==> src/common/fso_pkg.sv <==
/*
  Constants for the fill and halt instruction executor: opcode patterns,
  masks, data widths, status flag reset values and the cycle phase count.
  Assumes a 16-bit instruction word and an 8-bit data path.
*/
package fso_pkg;
  localparam int          DATA_W          = 8;
  localparam int          INSTR_W         = 16;
  localparam int          ADDR_W          = 8;
  // halt word: fixed leading bits, final bit set
  localparam logic [15:0] HALT_OPCODE     = 16'h0003;
  // fill word: 0010 101s ffff ffff
  localparam logic [15:0] FILL_MASK       = 16'hFE00;
  localparam logic [15:0] FILL_MATCH      = 16'h2A00;
  localparam int          FILL_SEL_BIT    = 8;
  localparam logic [7:0]  ALL_ONES        = 8'hFF;
  localparam logic        POWER_DOWN_RESET = 1'b1;
  localparam logic        TIMEOUT_RESET    = 1'b1;
  localparam int          PHASE_COUNT     = 4;
  localparam logic [1:0]  PHASE_LAST      = 2'h3;
  localparam logic [1:0]  PHASE_EXEC      = 2'h2;
endpackage

==> src/design/fso_phase_gen.sv <==
/*
  Four-phase instruction cycle generator. One-cycle pulse on the last
  phase of each instruction cycle; assumes one system clock per phase.
*/
`timescale 1ns/10ps
`default_nettype none
module fso_phase_gen
(
  input  wire logic       clock,
  input  wire logic       reset_n,
  input  wire logic       run,
  output logic [1:0]      phase,
  output logic            cycle_end
);
  logic [1:0] phase_r;
  logic [1:0] phase_nxt;

  always_comb
  begin
    phase_nxt = phase_r;
    if (run)
    begin
      phase_nxt = 2'(phase_r + 2'h1);
    end
  end

  always_ff @(posedge clock or negedge reset_n)
  begin
    if (!reset_n)
    begin
      phase_r <= 2'h0;
    end
    else
    begin
      phase_r <= phase_nxt;
    end
  end

  assign phase     = phase_r;
  assign cycle_end = run && (phase_r == fso_pkg::PHASE_LAST);
endmodule
`default_nettype wire

==> src/design/fso_exec.sv <==
/*
  Executor for the fill-ones and halt instructions of an 8-bit core.
  Assumes the fetch stage presents instr_word with instr_valid held for a
  whole instruction cycle, and that wake logic raises wake to restart.
*/
`timescale 1ns/10ps
`default_nettype none
module fso_exec
(
  input  wire logic        clock,
  input  wire logic        reset_n,
  input  wire logic        instr_valid,
  input  wire logic [15:0] instr_word,
  input  wire logic        wake,
  input  wire logic        wdt_wake,
  output logic             power_down_flag,
  output logic             timeout_flag,
  output logic             watchdog_clear,
  output logic             osc_run,
  output logic             fetch_enable,
  output logic             file_we,
  output logic [7:0]       file_addr,
  output logic [7:0]       file_wdata,
  output logic             working_we,
  output logic [7:0]       working_register
);
  typedef enum logic {FSO_RUN, FSO_HALT} fso_state_t;

  function automatic logic is_halt(input logic [15:0] w);
    is_halt = (w == fso_pkg::HALT_OPCODE);
  endfunction

  function automatic logic is_fill(input logic [15:0] w);
    is_fill = ((w & fso_pkg::FILL_MASK) == fso_pkg::FILL_MATCH);
  endfunction

  logic [1:0] phase;
  logic       cycle_end;
  fso_state_t state_r;
  fso_state_t state_nxt;
  logic       pdown_r;
  logic       pdown_nxt;
  logic       tmo_r;
  logic       tmo_nxt;
  logic       wdc_r;
  logic       wdc_nxt;
  logic       fwe_r;
  logic       fwe_nxt;
  logic [7:0] faddr_r;
  logic [7:0] faddr_nxt;
  logic       wwe_r;
  logic       wwe_nxt;
  logic [7:0] work_r;
  logic [7:0] work_nxt;
  logic       run_r;
  logic       run_nxt;
  logic       exec;

  fso_phase_gen u_phase
  (
    .clock     (clock),
    .reset_n   (reset_n),
    .run       (state_r == FSO_RUN),
    .phase     (phase),
    .cycle_end (cycle_end)
  );

  // act once per instruction cycle, at the final phase
  assign exec = cycle_end && instr_valid;

  always_comb
  begin
    state_nxt = state_r;
    pdown_nxt = pdown_r;
    tmo_nxt   = tmo_r;
    wdc_nxt   = 1'b0;
    fwe_nxt   = 1'b0;
    faddr_nxt = faddr_r;
    wwe_nxt   = 1'b0;
    work_nxt  = work_r;
    unique case (state_r)
      FSO_RUN:
      begin
        if (exec && is_halt(instr_word))
        begin
          pdown_nxt = 1'b0;
          tmo_nxt   = 1'b1;
          wdc_nxt   = 1'b1;
          state_nxt = FSO_HALT;
        end
        else if (exec && is_fill(instr_word))
        begin
          // status flags untouched on fill
          fwe_nxt   = 1'b1;
          faddr_nxt = instr_word[7:0];
          if (!instr_word[fso_pkg::FILL_SEL_BIT])
          begin
            wwe_nxt  = 1'b1;
            work_nxt = fso_pkg::ALL_ONES;
          end
        end
      end
      FSO_HALT:
      begin
        if (wake)
        begin
          state_nxt = FSO_RUN;
          // watchdog wake clears the timeout flag
          if (wdt_wake)
          begin
            tmo_nxt = 1'b0;
          end
        end
      end
    endcase
    // oscillator gate registered so the output has no decode glitch
    run_nxt = (state_nxt == FSO_RUN);
  end

  always_ff @(posedge clock or negedge reset_n)
  begin
    if (!reset_n)
    begin
      state_r <= FSO_RUN;
      pdown_r <= fso_pkg::POWER_DOWN_RESET;
      tmo_r   <= fso_pkg::TIMEOUT_RESET;
      wdc_r   <= 1'b0;
      fwe_r   <= 1'b0;
      faddr_r <= 8'h00;
      wwe_r   <= 1'b0;
      work_r  <= 8'h00;
      run_r   <= 1'b1;
    end
    else
    begin
      state_r <= state_nxt;
      pdown_r <= pdown_nxt;
      tmo_r   <= tmo_nxt;
      wdc_r   <= wdc_nxt;
      fwe_r   <= fwe_nxt;
      faddr_r <= faddr_nxt;
      wwe_r   <= wwe_nxt;
      work_r  <= work_nxt;
      run_r   <= run_nxt;
    end
  end

  assign power_down_flag  = pdown_r;
  assign timeout_flag     = tmo_r;
  assign watchdog_clear   = wdc_r;
  // both stop together: a fetch with no clock would hang the bus
  assign osc_run          = run_r;
  assign fetch_enable     = run_r;
  assign file_we          = fwe_r;
  assign file_addr        = faddr_r;
  // only ones are ever written by this block
  assign file_wdata       = fso_pkg::ALL_ONES;
  assign working_we       = wwe_r;
  assign working_register = work_r;

  a_halt_pd_clear: assert property (@(posedge clock) disable iff (!reset_n)
    exec && state_r == FSO_RUN && is_halt(instr_word) |=> !power_down_flag)
    else $error("power-down flag not cleared by halt");
  a_halt_timeout_set: assert property (@(posedge clock) disable iff (!reset_n)
    exec && state_r == FSO_RUN && is_halt(instr_word) |=> timeout_flag)
    else $error("timeout flag not set by halt");
  a_halt_wdt_clear: assert property (@(posedge clock) disable iff (!reset_n)
    watchdog_clear |-> !osc_run && !power_down_flag)
    else $error("watchdog clear without halt entry");
  a_halt_osc_stop: assert property (@(posedge clock) disable iff (!reset_n)
    exec && state_r == FSO_RUN && is_halt(instr_word) |=> !osc_run && !fetch_enable)
    else $error("oscillator still running after halt");
  a_halt_decode_only: assert property (@(posedge clock) disable iff (!reset_n)
    $fell(osc_run) |-> $past(is_halt(instr_word)) && $past(exec))
    else $error("halt entered on wrong opcode");
  a_fill_write: assert property (@(posedge clock) disable iff (!reset_n)
    exec && state_r == FSO_RUN && is_fill(instr_word)
    |=> file_we && file_addr == $past(instr_word[7:0])
        && working_we == !$past(instr_word[8]))
    else $error("fill write wrong");
  a_fill_flags_kept: assert property (@(posedge clock) disable iff (!reset_n)
    file_we |-> $stable(power_down_flag) && $stable(timeout_flag))
    else $error("fill changed status flags");
  a_fill_work_ones: assert property (@(posedge clock) disable iff (!reset_n)
    working_we |-> working_register == 8'hFF)
    else $error("working register not all ones");

  a_wdt_clear_pulse: assert property (@(posedge clock) disable iff (!reset_n)
    exec && state_r == FSO_RUN && is_halt(instr_word)
    |=> watchdog_clear ##1 !watchdog_clear)
    else $error("watchdog clear not a single pulse on halt");
  a_wake_wdt_clear: assert property (@(posedge clock) disable iff (!reset_n)
    state_r == FSO_HALT && wake && wdt_wake
    |=> !timeout_flag && osc_run && fetch_enable)
    else $error("watchdog wake left timeout flag set");
  a_wake_plain_keep: assert property (@(posedge clock) disable iff (!reset_n)
    state_r == FSO_HALT && wake && !wdt_wake
    |=> timeout_flag && osc_run && fetch_enable)
    else $error("plain wake changed timeout flag");
  a_halt_held: assert property (@(posedge clock) disable iff (!reset_n)
    state_r == FSO_HALT && !wake
    |=> !osc_run && !fetch_enable)
    else $error("core left halt without wake");
  a_halt_no_write: assert property (@(posedge clock) disable iff (!reset_n)
    !fetch_enable
    |-> !file_we && !working_we && $stable(working_register))
    else $error("write while halted");
  a_other_word_ignored: assert property (@(posedge clock) disable iff (!reset_n)
    exec && !is_halt(instr_word) && !is_fill(instr_word)
    |=> osc_run && !watchdog_clear && !file_we && !working_we)
    else $error("unknown word acted on");
  a_fill_file_only: assert property (@(posedge clock) disable iff (!reset_n)
    exec && is_fill(instr_word) && instr_word[fso_pkg::FILL_SEL_BIT]
    |=> file_we && !working_we && $stable(working_register))
    else $error("fill with select set touched working register");
endmodule
`default_nettype wire

==> config.mk <==
export PLATFORM = sky130hd
export DESIGN_NAME = fso_exec
export DESIGN_NICKNAME = d
export VERILOG_FILES = /design/src/common/fso_pkg.sv /design/src/design/fso_phase_gen.sv /design/src/design/fso_exec.sv
export SDC_FILE = /design/constraint.sdc
export NUM_CORES = 1
export LEC_CHECK = 0
export ABC_CLOCK_PERIOD_IN_PS = 2720
export BUFFER_PORTS_ARGS = -buffer_cell sky130_fd_sc_hd__buf_2
export CAP_MARGIN = 25
export CORE_AREA = 5 5 52 54
export CTS_CLUSTER_SIZE = 28
export DETAILED_ROUTE_END_ITERATION = 16
export DIE_AREA = 0 0 57 59
export PLACE_DENSITY = 0.73
export SLEW_MARGIN = 20
export SYNTH_ARGS = -nofsm -noshare
export SYNTH_HDL_FRONTEND = slang
export SYNTH_SLANG_ARGS = --single-unit
export TNS_END_PERCENT = 20
==> constraint.sdc <==
create_clock -name clock -period 2.72 [get_ports clock]
set_clock_uncertainty 0.05 [all_clocks]
set_input_delay 0.408 -clock clock [delete_from_list [all_inputs] [get_ports clock]]
set_output_delay 0.408 -clock clock [all_outputs]
set_load 0.005 [all_outputs]
After elaboration in Yosys (flattened, before gate mapping) --
Cells that the tools add are included.
Cells by class: add/sub/neg operators 1, eq/ne operators 6, muxes and demuxes 15, bitwise gates (word level) 4, reductions and logical operators 8
Operators by type and width (number):
- 16-bit by 2-bit equality test with 1-bit output, second input constant | 1
- 1-bit 2-to-1 mux | 13
- 7-bit by 5-bit equality test with 1-bit output, second input constant | 1
- 2-bit inequality test, second input constant | 3
- 3-bit AND reduction | 2
- 1-bit logical AND | 4
- 1-bit NOT | 4
- 1-bit case mux with 2 select lines | 2
- 4-bit AND reduction | 1
- 2-bit by 1-bit adder with 2-bit output, second input constant | 1
- 2-bit equality test, second input constant | 1
- 2-bit AND reduction | 1
Storage, ports and cells: flip-flop bits (word level) 18, input port bits 21, output and inout port bits 31

Depth between registers and ports, before layout --
Gate-level depths: netlist (run 1).
word-level depth 7, mapped depth 5, gate-level depth less buffers 4

Hierarchy --
Synthesis (run 1) repeated with hierarchy kept, for this count alone.
Second synthesis, totals: cells, all modules 71, area, all modules 892.1 um^2
Modules (own cells, without submodules):
- fso_exec | instances 1, cells an instance 65, area each 798.3 um^2, seq. area each 404.1 um^2
- fso_phase_gen | instances 1, cells an instance 6, area each 93.8 um^2, seq. area each 50.0 um^2

Worst setup path before layout (run 1) --
No wires, ideal clock.
kind input-to-reg, start in instr_word[15], end reg faddr_r[0], in the netlist file_addr[0], library setup time 0.125 ns, data arrival time 1.754 ns, required time 2.545 ns, slack 0.790 ns, stages on the path 4, buffers on the path 1, path through or4b_4 or3_1 buf_6 mux2_4
On the way: longest elaborated chain between the ends 4
Ends and longest elaborated chain:
- from (decl) | line fso_exec.sv:13 | input wire logic [15:0] instr_word,
- 16-bit by 2-bit equality test with 1-bit output | line fso_exec.sv:30 | is_halt = (w == fso_pkg::HALT_OPCODE);
- 1-bit logical AND | line fso_exec.sv:84 | if (exec && is_halt(instr_word))
- 1-bit NOT (no source line)
- 3-bit AND reduction (no source line) (*)
- to (signal assigned) | line fso_exec.sv:141 | faddr_r <= faddr_nxt;
- to (decl) | line fso_exec.sv:49 | logic [7:0] faddr_r;
Mark *: on every way between the ends. The rest lies on a longest branch, timed or not. A chain may end at the register's enable or synchronous reset.

Final worst setup path (run 1) --
start reg u_phase.phase_r[0], in the netlist u_phase.phase[0], end reg faddr_r[0], in the netlist file_addr[0]
On the way: longest elaborated chain between the ends 6
Ends and longest elaborated chain:
- from (decl) | line fso_phase_gen.sv:15 | logic [1:0] phase_r;
- from (signal assigned) | line fso_phase_gen.sv:35 | phase_r <= phase_nxt;
- 2-bit equality test (*) | line fso_phase_gen.sv:40 | assign cycle_end = run && (phase_r == fso_pkg::PHASE_LAST);
- 1-bit logical AND (*) | line fso_phase_gen.sv:40
- 1-bit logical AND (*) | line fso_exec.sv:69 | assign exec = cycle_end && instr_valid;
- 1-bit logical AND | line fso_exec.sv:84
- 1-bit NOT (no source line)
- 3-bit AND reduction (no source line) (*)
Marked as above.

==> flow_summary.ini, run 1 <==
[placement]
dpl_cell_area_sq_um = 1020
io_buffers = 43
routabilityCongestion = 0.777
dp_hpwl_um = 1450

[power_and_ir_drop]
combPwrFrac_pct = 14.2
switchingPower_mw = 0.116
ir_worst_vdd_mv = 0.220
power.density_nw_per_um2 = 494
pwr-share-clk_pct = 29.7
power.leakage_nw = 0.602
swShare_pct = 22.0
internal_power_mw = 0.411
pwr-share-seq_pct = 56.0

[drt]
wire_per_inst_um = 13.1
wirelength_um = 1740
drc = 0
first_pass_iters = 3
drt_iter0_drc = 11
viasPerCell = 4.61
drtAntennaViolNets = 0
dr_total_vias = 613

[setup_path]
cp.required_ns = 2.85
arrival_ns = 2.23
worstPathMaxFanout = 8
startpoint_type = register
crit_path_end_kind = register
worstSetupPathType = reg -> reg

[global_routing]
grt_first_pass_wirelength_um = 2790
overflow = 0
antenna_found_initial = 0
grt_max_degree = 19
track_usage_pct = 10.5
first_global_vias = 632

[layout]
antennaDiodeCount = 0
synthToLayoutAreaGrowth_pct = 21.3
final_common_cell = buf_2
mostFrequentLayoutCells = 43 x buf_2, 15 x dfrtp_1, 8 x mux2_4, 8 x conb_1
fin_nets = 128
drive_gt1_share_pct = 58.1
fin_util_pct = 49.2
design_area_sq_um = 1070

[run]
cap_viol_max_count = 0

[timing]
fin_hold_ws_ns = 0.283
fin_tns_setup_ns = 0
grt_setup_unrepaired = no
period_share_pct = 77.4
setup_viol = 0
fmax_mhz = 475
hold_viol = 0
min_period_ns = 2.11
slew_violations = 0

[run_status]
status = finished clean

[clocking]
cts_root_buf = clkbuf_4
path_clk_slew_ns = 0.10
clock-sinks = 18
clk_latency_ns = 0.28
post_cts_resized = 0
clockBufferDepth = 2
cts_tree = built
cts_max_level = 1
cts_buffers = 3

[die]
io_pins = 52
die_h_um = 59
fp.dieW_um = 57
core_area_sq_um = 2170
initial_utilization_pct = 40.5
num_rows = 17
dieArea_sq_um = 3360

[min_path]
hp-class = in -> reg

[synth]
yosysUniqueCellTypes = 25
syn_area_per_cell_sq_um = 12.9
synth_cells = 68
yosys_warnings = 0
synth_top_cell_by_area = dfrtp_1
ys_seq_elements = 18
yosysSeqAreaShare_pct = 51.6
netlist.area_leader.share_pct = 42.7
syn_area_sq_um = 880
netlist_top_cells_area = dfrtp_1 43%, buf_4 14%, mux2_4 14%
[state kept, by name, indices dropped and copies added, names as in the netlist]
signal / flops
timeout_flag: 1
state_r: 1
watchdog_clear: 1
fetch_enable: 1
u_phase.phase: 2
file_addr: 8
file_we: 1
power_down_flag: 1
working_we: 1
working_register: 1
[cells in the mapped netlist]
| cell | number |
|---|---|
| and4b_1 | 1 |
| xnor2_1 | 1 |
| o21ai_0 | 1 |
| nand3_1 | 3 |
| nor4b_1 | 2 |
| clkbuf_1 | 1 |
| or4b_4 | 1 |
| nand2_1 | 1 |
| buf_6 | 1 |
| mux2_2 | 1 |
| nor3_1 | 2 |
| ha_1 | 1 |
| or3b_2 | 1 |
| o21a_1 | 1 |
| buf_4 | 16 |
| or3_1 | 2 |
| dfstp_2 | 3 |
| inv_1 | 1 |
| o22a_1 | 1 |
| nor2_1 | 1 |
| conb_1 | 1 |
| mux2_4 | 8 |
| o22ai_1 | 1 |
| o21bai_1 | 1 |
| dfrtp_1 | 15 |
[path summary, 6_finish.rpt]
check / start / end / slack [ns] / cells past startpoint
worst max-delay path: u_phase.phase[0] / file_addr[0] / 0.61 / 4
worst min-delay path: wake / state_r / 0.28 / 2
worst max register to register: u_phase.phase[0] / file_addr[0] / 0.61 / 4
worst min register to register: power_down_flag / power_down_flag / 0.41 / 1
max in group asynchronous: reset_n / timeout_flag / 1.79 / 2
min in group asynchronous: reset_n / file_addr[5] / 0.51 / 2
[what timing repair did]
action | 4_1_cts | 5_1_grt
hold buffers | 1 | 0
setup endpoints to repair | 0 | 0
endpoints found under the hold margin | 15 | 0
setup buffers | 0 | 0
[metrics by stage]
stage | std cells | setup slack (ns) | power (mW)
floorplan | 75 | 0.790 | 0.352
detailed placement | 128 | 0.517 | 0.376
global route | 133 | 0.515 | 0.555
CTS | 133 | 0.595 | 0.532
global placement | 128 | 0.557 | 0.372
finish | 133 | 0.613 | 0.527
[kinds of logic after synthesis]
kind of cell | after synthesis | share of synthesized area (%)
AO/OA/AOI/OAI | 5 | 3.98
XOR/XNOR | 1 | 0.996
adder cells (fa/ha/maj) | 1 | 1.42
buffers and inverters | 19 | 15.8
flip-flops | 18 | 51.6
multiplexers | 9 | 14.9
other | 1 | 0.426
AND/OR/NAND/NOR | 14 | 10.8
[worst max-delay path, cell delays in order, from the launching register on]
cell     delay, ns
dfrtp_1       0.37
ha_1          0.14
or4b_4        0.46
or3_1         0.60
mux2_4        0.38
[layout make-up]
type | count | area (sq um)
clock buffers | 4 | 36.3
fillers | 204 | 1100
inverters | 1 | 3.75
multi-input cells | 38 | 313
flip-flops and latches | 18 | 454
well taps | 28 | 35.0
repair buffers | 44 | 225
[power by group through the flow]
stage          Sequential [mW]  Combinational, mW  Clock (mW)
3_5_place_dp             0.301             0.0747           0
5_1_grt                  0.298             0.0849       0.172
2_1_floorplan            0.300             0.0517           0
6_report                 0.295             0.0751       0.157
4_1_cts                  0.296             0.0762       0.160
3_3_place_gp             0.300             0.0719           0
[routing by layer]
metal	global-route usage [%]	up-vias	share of wire, %
met5	0	-	0
met4	3.97	0	1.2
met3	4.14	4	14
met2	18.9	37	48
met1	11.2	288	36
li1	-	284	-
Note: power is estimated with default switching activity, not from simulation.
==> inputs of run 2 (changes only) <==
--- a/config.mk
+++ b/config.mk
@@ -5,14 +5,15 @@
 export SDC_FILE = /design/constraint.sdc
 export NUM_CORES = 1
 export LEC_CHECK = 0
-export ABC_CLOCK_PERIOD_IN_PS = 2720
+export ABC_AREA = 1
+export ABC_CLOCK_PERIOD_IN_PS = 1860
 export BUFFER_PORTS_ARGS = -buffer_cell sky130_fd_sc_hd__buf_2
 export CAP_MARGIN = 25
-export CORE_AREA = 5 5 52 54
+export CORE_AREA = 5 5 54 56
 export CTS_CLUSTER_SIZE = 28
 export DETAILED_ROUTE_END_ITERATION = 16
-export DIE_AREA = 0 0 57 59
-export PLACE_DENSITY = 0.73
+export DIE_AREA = 0 0 59 61
+export PLACE_DENSITY = 0.7
 export SLEW_MARGIN = 20
 export SYNTH_ARGS = -nofsm -noshare
 export SYNTH_HDL_FRONTEND = slang
==> constraint.sdc (replaced) <==
create_clock -name clock -period 1.86 [get_ports clock]
set_clock_uncertainty 0.05 [all_clocks]
set_input_delay 0.279 -clock clock [delete_from_list [all_inputs] [get_ports clock]]
set_output_delay 0.279 -clock clock [all_outputs]
set_load 0.005 [all_outputs]
==> flow_summary.ini, run 2 <==
[clocking]
hold_buffers = 1
clock-sinks = 18
post-cts-setup-buffers = 0
cts_tree = built
post_cts_resized = 0
clk_latency_ns = 0.30
cts_buffers = 3
cts_max_level = 1
clockBufferDepth = 2
path_clk_slew_ns = 0.11
cts_root_buf = clkbuf_4

[run]
cap_viol_max_count = 0

[synth]
synth_cells = 99
synthFlopType = dfrtp_1
yosysSeqAreaShare_pct = 52.4
syn_area_per_cell_sq_um = 8.76
netlist.area_leader.share_pct = 43.3
synth_most_common_cell = nand2_1
yosysUniqueCellTypes = 18
synth_top_cell_by_area = dfrtp_1
ys_seq_elements = 18
netlist_top_cells_area = dfrtp_1 43%, nand2_1 16%, buf_4 14%
synth_common_cells = 36 x nand2_1, 16 x buf_4, 15 x dfrtp_1
ys_async_sr_fraction_pct = 100
yosys_warnings = 0
syn_area_sq_um = 867
synth-edff-count = 0

[timing]
fin_hold_ws_ns = 0.113
period_share_pct = 72.8
setup_viol = 0
hold_viol = 0
grt_setup_unrepaired = no
slew_violations = 0
fmax_mhz = 738
min_period_ns = 1.35
fin_tns_setup_ns = 0
finalWorstSetupSlack_ns = 0.506

[layout]
fin_nets = 160
mostFrequentLayoutCells = 43 x buf_2, 36 x nand2_1, 15 x dfrtp_1, 9 x nor2_1, 8 x conb_1
fillers = 250
synthToLayoutAreaGrowth_pct = 22.4
fin_util_pct = 44.4
fin_cells = 167
drive_gt1_share_pct = 41.6
largest_reg_flops = 8
seq_area_sq_um = 454
antennaDiodeCount = 0
multi_input_area_sq_um = 282
final_common_cell = buf_2

[power_and_ir_drop]
combPwrFrac_pct = 8.1
pwr-share-clk_pct = 35.3
switchingPower_mw = 0.164
internal_power_mw = 0.541
pwr-share-seq_pct = 56.5
swShare_pct = 23.3
power.leakage_nw = 0.665
power.density_nw_per_um2 = 665
ir_worst_vdd_mv = 0.328

[placement]
io_buffers = 43
routabilityCongestion = 0.741
dp_slack_ns = 0.512
dp_cells = 162
dp_hpwl_um = 1430

[drt]
dr_total_vias = 700
wirelength_um = 1880
first_pass_iters = 4
viasPerCell = 4.19
drtAntennaViolNets = 0
drt_iter0_drc = 7
drc = 0
wire_per_inst_um = 11.2

[die]
dieArea_sq_um = 3600
die_h_um = 61
core_area_sq_um = 2390
initial_utilization_pct = 36.3
fp.dieW_um = 59
io_pins = 52
num_rows = 18

[setup_path]
crit_path_end_kind = register
crit_chain = ha_1, nand3_2, nor2_2, nand2_2, inv_2, nand2_1, nand2_1
r2r-start = u_phase.phase[0]
reg2regPathDepth = 7
cp.required_ns = 2.01
worstPathMaxFanout = 11
r2r_setup_slack_ns = 0.51
crit_start = u_phase.phase[0]
slowest_delay_ns = 0.42
crit_buf_inv = 1
startpoint_type = register
crit_end = file_addr[7]
crit_family = simple AND/OR/NAND/NOR gates
critPathSlowestCell = dfrtp_1
worst-path-stages = 7
worstSetupPathType = reg -> reg
crit_top_cell = nand2_1
r2r-end = file_addr[7]
arrival_ns = 1.50

[global_routing]
antenna_found_initial = 0
first_global_vias = 692
track_usage_pct = 11.3
grt_first_pass_wirelength_um = 2990
grt_max_degree = 19
overflow = 0

[min_path]
hp-class = in -> reg

[run_status]
status = finished clean
-- run 2: cell count changes in the layout (fill, tap and decap cells not counted), moves of 4 or more --
cell / change
inv_1: +4
mux2_4: -8
nor2_1: +8
nand2_1: +35
-- run 2: cell families after synthesis --
family	Yosys count	share of synthesized area (%)
flip-flops	18	52.4
XOR/XNOR	1	1.01
adder cells (fa/ha/maj)	1	1.44
AND/OR/NAND/NOR	52	24.7
buffers and inverters	24	18.2
other	1	0.432
AO/OA/AOI/OAI	2	1.88
-- run 2: how the worst min path moves through the flow --
stage | end | start | cells after the start
floorplan | file_addr[0] | reset_n | 0
global placement | watchdog_clear | reset_n | 1
detailed placement | file_addr[3] | reset_n | 1
CTS | working_we | instr_word[8] | 2
global route | working_we | instr_word[8] | 2
finish | working_we | instr_word[8] | 2
-- run 2: per-stage QoR --
| step | instance area (sq um) | power, mW |
|---|---|---|
| 6_report | 1060 | 0.706 |
| 4_1_cts | 1060 | 0.711 |
| 5_1_grt | 1060 | 0.738 |
| 3_3_place_gp | 1010 | 0.461 |
| 2_1_floorplan | 893 | 0.437 |
| 3_5_place_dp | 1010 | 0.462 |
-- run 2: power groups by stage --
stage | registers [mW] | logic [mW] | clock network [mW]
after floorplan | 0.406 | 0.0310 | 0
after global placement | 0.406 | 0.0553 | 0
after detailed placement | 0.406 | 0.0561 | 0
after CTS | 0.399 | 0.0580 | 0.254
after global routing | 0.399 | 0.0655 | 0.273
final | 0.399 | 0.0574 | 0.249
-- run 2: cell type report --
type | count | area share (%)
Sequential cell | 18 | 42.8
Multi-Input combinational cell | 64 | 26.5
Timing Repair Buffer | 44 | 21.2
Tap cell | 30 | 3.54
Clock buffer | 4 | 3.42
Inverter | 7 | 2.48
-- run 2: per-layer routing --
| metal | vias to the layer above | track usage [%] | wire (um) |
|---|---|---|---|
| li1 | 346 | - | - |
| met1 | 323 | 12.9 | 793 |
| met2 | 29 | 18.6 | 913 |
| met3 | 2 | 1.91 | 142 |
| met4 | 0 | 9.06 | 27 |
| met5 | - | 0 | 0 |
